File: src/timer_match_pkg.sv
// Constants shared by the three-channel timer match/capture flag block.
// Assumes a 20 MHz APB clock and byte addressing on a 20-bit address.
package timer_match_pkg;

	localparam int ADDR_W = 20;
	localparam int DATA_W = 32;
	localparam int NUM_CH = 3;
	localparam int CNT_W = 16;

	// Register byte addresses.
	localparam logic [ADDR_W-1:0] TIMER_MATCH_STATUS_A_ADDR = 20'hFFF64;
	localparam logic [ADDR_W-1:0] MATCH_CTRL_ADDR = 20'hFFF80;
	localparam logic [ADDR_W-1:0] EVENT_STATUS_ADDR = 20'hFFF84;
	localparam logic [ADDR_W-1:0] EVENT_ENABLE_ADDR = 20'hFFF88;
	localparam logic [ADDR_W-1:0] EVENT_CLEAR_ADDR = 20'hFFF8C;

	// Field positions of the match status register.
	localparam int FLAG_LSB = 0;
	localparam int ENABLE_LSB = 4;
	// Bits 7 and 3 are unused and always read as one.
	localparam logic [7:0] STATUS_A_FIXED_ONES = 8'h88;
	localparam logic [7:0] STATUS_A_RESET = 8'h88;

	// Field positions of the control register.
	localparam int CAPTURE_MODE_LSB = 0;
	localparam int PHASE_COUNT_BIT = 4;
	localparam logic [NUM_CH-1:0] CAPTURE_MODE_RESET = 3'h0;
	localparam logic PHASE_COUNT_RESET = 1'b0;
	localparam logic [NUM_CH-1:0] ENABLE_RESET = 3'h0;

endpackage : timer_match_pkg

File: src/match_flag_cell.sv
// One channel's match/capture flag with its read-then-write-zero clear.
// Assumes all strobes are single-cycle pulses on pclk.
`timescale 1ns/100ps
module match_flag_cell
	import timer_match_pkg::*;
(
	// Clock and reset
	input wire logic pclk,
	input wire logic presetn,
	// Events
	input wire logic set_ev,
	input wire logic dma_clr,
	// Register access
	input wire logic rd_arm,
	input wire logic wr_stb,
	input wire logic wr_bit,
	// State
	output logic flag
);

	typedef struct packed {
		logic flag;
		logic armed;
	} cell_state_t;

	cell_state_t s_q;
	cell_state_t s_d;

	always_comb begin
		s_d = s_q;
		if (rd_arm) begin
			// Only a flag that is one in the cycle rd_arm is high may later be cleared by a zero write.
			s_d.armed = s_q.flag;
		end
		if (wr_stb) begin
			if (!wr_bit && s_q.armed) begin
				s_d.flag = 1'b0;
			end
			s_d.armed = 1'b0;
		end
		if (dma_clr) begin
			s_d.flag = 1'b0;
			s_d.armed = 1'b0;
		end
		// A new event wins over any clear in the same cycle.
		if (set_ev) begin
			s_d.flag = 1'b1;
		end
	end

	always_ff @(posedge pclk or negedge presetn) begin
		if (!presetn) begin
			s_q <= '0;
		end else begin
			s_q <= s_d;
		end
	end

	assign flag = s_q.flag;

	a_clear_after_read: assert property (@(posedge pclk) disable iff (!presetn)
		(wr_stb && !wr_bit && s_q.armed && !set_ev) |=> !flag)
		else $error("armed flag not cleared by zero write");

	a_unread_survives: assert property (@(posedge pclk) disable iff (!presetn)
		(flag && !s_q.armed && !rd_arm && !dma_clr) |=> flag)
		else $error("flag cleared without a prior read");

	a_dma_clears: assert property (@(posedge pclk) disable iff (!presetn)
		(dma_clr && !set_ev) |=> !flag)
		else $error("dma activation did not clear flag");

	a_write_no_set: assert property (@(posedge pclk) disable iff (!presetn)
		(!flag && !set_ev) |=> !flag)
		else $error("flag set without an event");

	a_set_wins: assert property (@(posedge pclk) disable iff (!presetn)
		set_ev |=> flag)
		else $error("event lost against clear");

endmodule : match_flag_cell

File: src/event_irq.sv
// Sticky event status, enable mask and write-one-to-clear for one interrupt line.
// Assumes event and strobe inputs are single-cycle pulses on pclk.
`timescale 1ns/100ps
module event_irq #(
	parameter int WIDTH = 3
) (
	// Clock and reset
	input wire logic pclk,
	input wire logic presetn,
	// Events and register writes
	input wire logic [WIDTH-1:0] events,
	input wire logic enable_wr,
	input wire logic clear_wr,
	input wire logic [WIDTH-1:0] wdata,
	// Register view and interrupt
	output logic [WIDTH-1:0] status,
	output logic [WIDTH-1:0] enable,
	output logic irq
);

	typedef struct packed {
		logic [WIDTH-1:0] status;
		logic [WIDTH-1:0] enable;
		logic irq;
	} irq_state_t;

	irq_state_t s_q;
	irq_state_t s_d;

	always_comb begin
		s_d = s_q;
		if (enable_wr) begin
			s_d.enable = wdata;
		end
		// Events are OR-ed in after the clear so that none is lost.
		s_d.status = (clear_wr ? (s_q.status & ~wdata) : s_q.status) | events;
		s_d.irq = |(s_d.status & s_d.enable);
	end

	always_ff @(posedge pclk or negedge presetn) begin
		if (!presetn) begin
			s_q <= '0;
		end else begin
			s_q <= s_d;
		end
	end

	assign status = s_q.status;
	assign enable = s_q.enable;
	assign irq = s_q.irq;

endmodule : event_irq

File: src/timer_match_flag_status.sv
// Match/capture flags, per-channel interrupt enables and the channel-2
// phase-count select for a three-channel 16-bit timer, behind an APB slave.
// Assumes counters, general registers, capture strobes and DMA activation
// strobes all come from logic clocked by pclk.
//
// Overview of operation
// Compare mode: counter equals register A sets flag.
// Capture mode: capture into register A sets flag.
// Read flag as one, write zero clears.
// DMA activation by channel request clears flag.
// Channel request only when its enable is one.
// Writing one never sets a flag.
// Flags and enables are zero after reset.
// Each channel has its own flag and enable.
// Channel-2 select: zero normal, one phase counting.
// Flag set after the read survives clearing.
//
// The APB register port was chosen for this implementation.
`timescale 1ns/100ps
module timer_match_flag_status
	import timer_match_pkg::*;
(
	// Clock and reset
	input wire logic pclk,
	input wire logic presetn,
	// APB slave
	input wire logic psel,
	input wire logic penable,
	input wire logic pwrite,
	input wire logic [ADDR_W-1:0] paddr,
	input wire logic [DATA_W-1:0] pwdata,
	output logic [DATA_W-1:0] prdata,
	output logic pready,
	output logic pslverr,
	// Channel 0
	input wire logic [CNT_W-1:0] counter_ch0,
	input wire logic [CNT_W-1:0] general_reg_a_ch0,
	input wire logic capture_ch0,
	input wire logic dma_ack_ch0,
	// Channel 1
	input wire logic [CNT_W-1:0] counter_ch1,
	input wire logic [CNT_W-1:0] general_reg_a_ch1,
	input wire logic capture_ch1,
	input wire logic dma_ack_ch1,
	// Channel 2
	input wire logic [CNT_W-1:0] counter_ch2,
	input wire logic [CNT_W-1:0] general_reg_a_ch2,
	input wire logic capture_ch2,
	input wire logic dma_ack_ch2,
	// Requests and mode
	output logic match_irq_ch0,
	output logic match_irq_ch1,
	output logic match_irq_ch2,
	output logic irq,
	output logic phase_count_ch2
);

	typedef struct packed {
		logic [NUM_CH-1:0] cap_mode;
		logic phase;
		logic [NUM_CH-1:0] en;
		logic [NUM_CH-1:0] eq;
		logic [NUM_CH-1:0] irq_ch;
		logic [DATA_W-1:0] rdata;
		logic ready;
		logic slverr;
	} match_state_t;

	match_state_t s_q;
	match_state_t s_d;

	logic [CNT_W-1:0] cnt [NUM_CH];
	logic [CNT_W-1:0] gra [NUM_CH];
	logic [NUM_CH-1:0] capture;
	logic [NUM_CH-1:0] dma_ack;
	logic [NUM_CH-1:0] eq_now;
	logic [NUM_CH-1:0] set_ev;
	logic [NUM_CH-1:0] flags;
	logic [NUM_CH-1:0] ev_status;
	logic [NUM_CH-1:0] ev_enable;

	logic xfer;
	logic wr;
	logic rd;
	logic hit_status_a;
	logic hit_ctrl;
	logic hit_ev_status;
	logic hit_ev_enable;
	logic hit_ev_clear;

	assign cnt[0] = counter_ch0;
	assign cnt[1] = counter_ch1;
	assign cnt[2] = counter_ch2;
	assign gra[0] = general_reg_a_ch0;
	assign gra[1] = general_reg_a_ch1;
	assign gra[2] = general_reg_a_ch2;
	assign capture = {capture_ch2, capture_ch1, capture_ch0};
	assign dma_ack = {dma_ack_ch2, dma_ack_ch1, dma_ack_ch0};

	// The access phase completes on the edge where pready is high.
	assign xfer = psel && penable && s_q.ready;
	assign wr = xfer && pwrite;
	assign rd = xfer && !pwrite;

	assign hit_status_a = paddr[ADDR_W-1:2] == TIMER_MATCH_STATUS_A_ADDR[ADDR_W-1:2];
	assign hit_ctrl = paddr[ADDR_W-1:2] == MATCH_CTRL_ADDR[ADDR_W-1:2];
	assign hit_ev_status = paddr[ADDR_W-1:2] == EVENT_STATUS_ADDR[ADDR_W-1:2];
	assign hit_ev_enable = paddr[ADDR_W-1:2] == EVENT_ENABLE_ADDR[ADDR_W-1:2];
	assign hit_ev_clear = paddr[ADDR_W-1:2] == EVENT_CLEAR_ADDR[ADDR_W-1:2];

	genvar i;
	generate
		for (i = 0; i < NUM_CH; i++) begin : g_ch
			assign eq_now[i] = cnt[i] == gra[i];
			// Compare sets once as equality arises; a counter parked on the
			// compare value would otherwise re-set the flag after every clear.
			assign set_ev[i] = s_q.cap_mode[i] ? capture[i]
				: (eq_now[i] && !s_q.eq[i]);
			match_flag_cell u_flag (
				.pclk(pclk),
				.presetn(presetn),
				.set_ev(set_ev[i]),
				.dma_clr(dma_ack[i]),
				.rd_arm(rd && hit_status_a),
				.wr_stb(wr && hit_status_a),
				.wr_bit(pwdata[FLAG_LSB + i]),
				.flag(flags[i])
			);
		end
	endgenerate

	event_irq #(
		.WIDTH(NUM_CH)
	) u_event_irq (
		.pclk(pclk),
		.presetn(presetn),
		.events(set_ev),
		.enable_wr(wr && hit_ev_enable),
		.clear_wr(wr && hit_ev_clear),
		.wdata(pwdata[NUM_CH-1:0]),
		.status(ev_status),
		.enable(ev_enable),
		.irq(irq)
	);

	always_comb begin
		s_d = s_q;
		s_d.eq = eq_now;
		s_d.irq_ch = flags & s_q.en;
		// Zero-wait slave: ready is raised for the access after every setup.
		s_d.ready = psel && !penable;
		s_d.slverr = 1'b0;
		s_d.rdata = '0;
		if (psel && !penable) begin
			if (hit_status_a) begin
				s_d.rdata[7:0] = STATUS_A_FIXED_ONES
					| ({5'h00, flags} << FLAG_LSB)
					| ({5'h00, s_q.en} << ENABLE_LSB);
			end else if (hit_ctrl) begin
				s_d.rdata[CAPTURE_MODE_LSB +: NUM_CH] = s_q.cap_mode;
				s_d.rdata[PHASE_COUNT_BIT] = s_q.phase;
			end else if (hit_ev_status) begin
				s_d.rdata[NUM_CH-1:0] = ev_status;
			end else if (hit_ev_enable) begin
				s_d.rdata[NUM_CH-1:0] = ev_enable;
			end else if (!hit_ev_clear) begin
				s_d.slverr = 1'b1;
			end
		end
		if (wr && hit_status_a) begin
			s_d.en = pwdata[ENABLE_LSB +: NUM_CH];
		end
		if (wr && hit_ctrl) begin
			s_d.cap_mode = pwdata[CAPTURE_MODE_LSB +: NUM_CH];
			s_d.phase = pwdata[PHASE_COUNT_BIT];
		end
	end

	always_ff @(posedge pclk or negedge presetn) begin
		if (!presetn) begin
			s_q.cap_mode <= CAPTURE_MODE_RESET;
			s_q.phase <= PHASE_COUNT_RESET;
			s_q.en <= ENABLE_RESET;
			s_q.eq <= '0;
			s_q.irq_ch <= '0;
			s_q.rdata <= '0;
			s_q.ready <= 1'b0;
			s_q.slverr <= 1'b0;
		end else begin
			s_q <= s_d;
		end
	end

	assign prdata = s_q.rdata;
	assign pready = s_q.ready;
	assign pslverr = s_q.slverr;
	assign match_irq_ch0 = s_q.irq_ch[0];
	assign match_irq_ch1 = s_q.irq_ch[1];
	assign match_irq_ch2 = s_q.irq_ch[2];
	assign phase_count_ch2 = s_q.phase;

	a_compare_sets_flag: assert property (@(posedge pclk) disable iff (!presetn)
		(!s_q.cap_mode[0] && counter_ch0 == general_reg_a_ch0 && !s_q.eq[0]) |=> flags[0])
		else $error("compare match did not set channel 0 flag");

	a_capture_sets_flag: assert property (@(posedge pclk) disable iff (!presetn)
		(s_q.cap_mode[1] && capture_ch1) |=> flags[1])
		else $error("capture did not set channel 1 flag");

	a_request_gated: assert property (@(posedge pclk) disable iff (!presetn)
		match_irq_ch2 == $past(flags[2] && s_q.en[2]))
		else $error("channel 2 request not gated by its enable");

	a_reset_values: assert property (@(posedge pclk)
		!presetn |-> (flags == 3'h0 && s_q.en == 3'h0 && !phase_count_ch2))
		else $error("flags or enables not zero in reset");

	a_channel_isolated: assert property (@(posedge pclk) disable iff (!presetn)
		(!flags[1] && !set_ev[1]) |=> !flags[1])
		else $error("channel 1 flag set by another channel");

	a_phase_select: assert property (@(posedge pclk) disable iff (!presetn)
		(wr && hit_ctrl) |=> phase_count_ch2 == $past(pwdata[PHASE_COUNT_BIT]))
		else $error("phase count select not written");

	a_read_then_clear: assert property (@(posedge pclk) disable iff (!presetn)
		(rd && hit_status_a && flags[0]) ##1 !psel ##1 (psel && !penable)
		##1 (wr && hit_status_a && !pwdata[FLAG_LSB] && !set_ev[0]) |=> !flags[0])
		else $error("read then zero write did not clear");

	a_apb_zero_wait: assert property (@(posedge pclk) disable iff (!presetn)
		(psel && !penable) |=> (pready ##1 !pready))
		else $error("pready not a single access cycle");

	c_compare_match: cover property (@(posedge pclk) disable iff (!presetn)
		set_ev[0] && !s_q.cap_mode[0]);
	c_capture: cover property (@(posedge pclk) disable iff (!presetn)
		set_ev[1] && s_q.cap_mode[1]);
	c_dma_clear: cover property (@(posedge pclk) disable iff (!presetn)
		flags[2] && dma_ack_ch2 ##1 !flags[2]);
	c_irq: cover property (@(posedge pclk) disable iff (!presetn) $rose(irq));

endmodule : timer_match_flag_status

File: config.mk
export PLATFORM = sky130hd
export DESIGN_NAME = timer_match_flag_status
export DESIGN_NICKNAME = d
export VERILOG_FILES = /design/src/timer_match_pkg.sv /design/src/match_flag_cell.sv /design/src/event_irq.sv /design/src/timer_match_flag_status.sv
export SDC_FILE = /design/constraint.sdc
export NUM_CORES = 1
export LEC_CHECK = 0
export BUFFER_PORTS_ARGS = -buffer_cell sky130_fd_sc_hd__buf_2
export CAP_MARGIN = 25
export CORE_MARGIN = 2
export CORE_UTILIZATION = 35
export DETAILED_ROUTE_END_ITERATION = 10
export GPL_TIMING_DRIVEN = 0
export PLACE_DENSITY = 0.77
export SLEW_MARGIN = 15
export SYNTH_ARGS = -nofsm -noshare
export SYNTH_HDL_FRONTEND = slang
export SYNTH_HIERARCHICAL = 1
export SYNTH_SLANG_ARGS = --single-unit
File: constraint.sdc
create_clock -name pclk -period 1.66 [get_ports pclk]
set_input_delay 0 -clock pclk [delete_from_list [all_inputs] [get_ports pclk]]
set_output_delay 0 -clock pclk [all_outputs]
set_load 0.02 [all_outputs]
==> flow_metrics.env <==
export IMPL_dieArea_mm2=0.00733
export IMPL_wire_per_inst_um=12.5
export IMPL_synthArstFlopShare_pct=100
export IMPL_final_area_mm2=0.00351
export IMPL_synth_seq_cells=35
export IMPL_max_freq_mhz=602
export IMPL_critPathCaptureType="flop"
export IMPL_start_kind="flop"
export IMPL_clkLatencyLatePin_ns=0.28
export IMPL_period_minus_slack_ns=1.66
export IMPL_ios=198
export IMPL_ctsLongestPathBuffers=2
export IMPL_drt_iter0_markers=45
export IMPL_vias_per_cell=4.66
export IMPL_route_detailed_drc=0
export IMPL_die_x_um=85.6
export IMPL_critPathMaxFanout=3
export IMPL_timing_worst_setup_path_type="reg2reg"
export IMPL_place_congestion=0.792
export IMPL_tritoncts="built"
export IMPL_worst_slack_ns=-0.00205
export IMPL_grt_overflow_total=0
export IMPL_synthCells=226
export IMPL_syn2layout_area_growth_pct=50.6
export IMPL_min_delay_path_depth=2
export IMPL_crit_chain="nand3_4 -> nor2_4 -> and4b_2 -> mux2_4 -> o21a_1 -> a221o_1"
export IMPL_synth_edf_count=0
export IMPL_vias=2279
export IMPL_grt_usage_pct=16.6
export IMPL_initial_core_util_pct=36.5
export IMPL_synthTopCellsByCount="48 x xnor2_1, 35 x dfrtp_1, 32 x buf_4, 13 x nand4_1, 8 x mux2_2"
export IMPL_dpl_hpwl_um=5270
export IMPL_timing_rr_start="pready$_DFF_PN0_"
export IMPL_drtPass1Iterations=4
export IMPL_ir_worst_vdd_uv=473
export IMPL_fill_cells=547
export IMPL_fin_hold_ws_ns=0.00317
export IMPL_maxCapViolCount=0
export IMPL_max_slew_worst_pin_slew_ns=0.753
export IMPL_grt_max_degree=36
export IMPL_postRouteAntennaNets=0
export IMPL_antenna_found_initial=0
export IMPL_mappedNetlistArea_mm2=0.00233
export IMPL_synth_area_leaders="dfrtp_1 38%, xnor2_1 18%, buf_4 10%, mux2_2 3.9%, nand4_1 3.5%"
export IMPL_die_y_um=85.6
export IMPL_cts_root_buf="clkbuf_8"
export IMPL_nets=570
export IMPL_yosysWarningCount=6
export IMPL_finalCritPeriodShare_pct=100
export IMPL_rows=29
export IMPL_finalMaxSlewViolations=0
export IMPL_slowest_stage="dfrtp_2"
export IMPL_synth_cell_types=40
export IMPL_grt_pass1_vias=2225
export IMPL_cts_inserted_buffers=5
export IMPL_hold_viol=0
export IMPL_clkTransAtPathRegs_ns=0.07
export IMPL_hold_end="s_q[44]$_DFFE_PN0P_"
export IMPL_antennaDiodeCount=0
export IMPL_crit_arrival_ns=1.83
export IMPL_fin_tns_setup_ns=-0.00205
export IMPL_synth_ff_type="dfrtp_1"
export IMPL_drive_above_1_share_pct=51.2
export IMPL_cts_sinks=35
export IMPL_netlist_area_leader_share_pct=37.6
export IMPL_outcome="finished with violations"
export IMPL_yosysMostFrequentCell="xnor2_1"
export IMPL_cp_data_required_time_ns=1.82
export IMPL_synth_largest_area_cell="dfrtp_1"
export IMPL_io_buffers=145
export IMPL_r2r_slack_ns=-0.002
export IMPL_grt_pass1_wl_um=9870
export IMPL_slew_headroom_pct=49.8
export IMPL_min_from="pwdata[0]"
export IMPL_hp_class="in2reg"
export IMPL_finalClockSkew_ns=0.00475
export IMPL_coreArea_mm2=0.00639
export IMPL_drt_wl_total_um=6140
export IMPL_violations="setup timing"
export IMPL_dpl_cell_area_mm2=0.00331
export IMPL_leakage_nw=1.81
export IMPL_cpPeakStageDelay_ns=0.38
export IMPL_ff2ff_path_depth=6
export IMPL_syn_avg_cell_area_um2=10.3
export IMPL_rsz0062_at_grt="yes"
export IMPL_p_per_area_mw_per_mm2=555
export IMPL_cts_htree_levels=2
export IMPL_yosysSeqAreaShare_pct=37.6
export IMPL_setup_violations=1
export IMPL_r2r_end="u_event_irq/irq$_DFF_PN0_"
flip-flops by register name, indices dropped and copies added, names as in the netlist:
name / cells
s_q: 9
prdata: 7
g_ch.u_flag/flag: 3
g_ch.u_flag/s_q: 3
u_event_irq/enable: 3
u_event_irq/status: 3
match_irq_ch0: 1
match_irq_ch1: 1
match_irq_ch2: 1
phase_count_ch2: 1
pready: 1
pslverr: 1
u_event_irq/irq: 1
layout by cell type (no fill, tap or decap), types with 2 or more instances in the layout:
cell           Yosys  layout
a22oi_1            3       3
o221a_1            3       3
clkbuf_8           0       6
nand3_1            5       4
dfrtp_1           35      34
mux2_4             2       2
dlygate4sd3_1      0       7
xnor2_1           48      48
buf_2              1     144
a21o_1             2       2
a31o_1             3       3
and3_1             2       2
nand4b_1           4       4
a21oi_1            4       4
buf_4             32      36
nor3_4             0       2
and4b_2            1       2
nand2_1            4       4
mux2i_1            3       3
and2_1             3       3
nor2_1             6       5
conb_1             1      24
a22o_1             3       3
mux2_2             8       8
nor3_1             7       4
buf_6              0       2
and4_1             2       2
nand4_1           13      13
nor4_1             6       6
and4b_1            3       2
nand3b_1           3       3
nor2b_1            3       3
inv_1              5       5
kinds of logic (layout without fill, tap and decap cells):
group           count (synthesis)  after routing  share of synthesized area [%]
compound gates                 21             21                           7.25
other cells                     1             24                          0.161
simple gates                   69             69                           19.1
buf+inv                        39            202                           11.5
xor+xnor                       48             48                           18.0
mux                            13             13                           6.44
flops                          35             35                           37.6
timing repair:
item / 4_1_cts / 5_1_grt
buffers inserted: 2 / 2
hold buffers: 7 / 0
hold endpoints to repair: 42 / 0
gates cloned: 0 / 0
pin swaps: 2 / 11
setup endpoints to repair: 1 / 7
resized for setup: 0 / 4
worst max-delay path: cells and delay by family (launching register included):
kind            cells  cell delay (ns)
compound gates      2             0.36
flops               1             0.38
mux                 1             0.32
simple gates        3             0.48
how the worst max path moves through the flow:
stage | cells after the start | slack, ns | end | start
detailed placement | 9 | -0.31 | u_event_irq/irq$_DFF_PN0_ | paddr[17]
floorplan | 6 | -0.05 | u_event_irq/irq$_DFF_PN0_ | pready$_DFF_PN0_
CTS | 6 | -0.04 | u_event_irq/irq$_DFF_PN0_ | pready$_DFF_PN0_
global placement | 9 | -0.31 | u_event_irq/irq$_DFF_PN0_ | paddr[17]
global route | 8 | -0.07 | g_ch[1].u_flag/flag$_DFFE_PN0P_ | paddr[4]
finish | 6 | -0.002 | u_event_irq/irq$_DFF_PN0_ | pready$_DFF_PN0_
stage by stage:
stage               worst slack [ns]  power, mW  std cells  utilization, %
finish                      -0.00205       1.95        489            55.0
global route                 -0.0668       2.05        489            55.0
CTS                          -0.0434       1.97        488            54.5
detailed placement            -0.310       1.33        471            51.8
global placement              -0.310       1.32        471            51.8
floorplan                    -0.0496       1.10        249               -
cell type report:
class | instances | area (um2) | share of cell area, %
Timing Repair Buffer | 156 | 832 | 23.7
Clock inverter | 1 | 5.00 | 0.143
Sequential cell | 35 | 877 | 25.0
Inverter | 5 | 18.8 | 0.535
Tap cell | 77 | 96.3 | 2.75
Buffer | 33 | 251 | 7.17
Multi-Input combinational cell | 175 | 1340 | 38.3
Clock buffer | 7 | 86.3 | 2.46
layer usage:
metal,wire length [um],track usage [%],part of all wire [%],vias up
li1,-,-,-,1128
met1,2220,18.8,36,1026
met2,3370,31.7,55,117
met3,523,3.37,8.5,8
met4,29,4.18,0.47,0
met5,0,0,0,-
where the power goes:
| group | total, mW | internal [mW] | switching (mW) |
|---|---|---|---|
| registers | 0.857 | 0.856 | 0.00155 |
| clock network | 0.619 | 0.334 | 0.285 |
| logic | 0.471 | 0.257 | 0.214 |
Note: power is estimated with default switching activity, not from simulation.
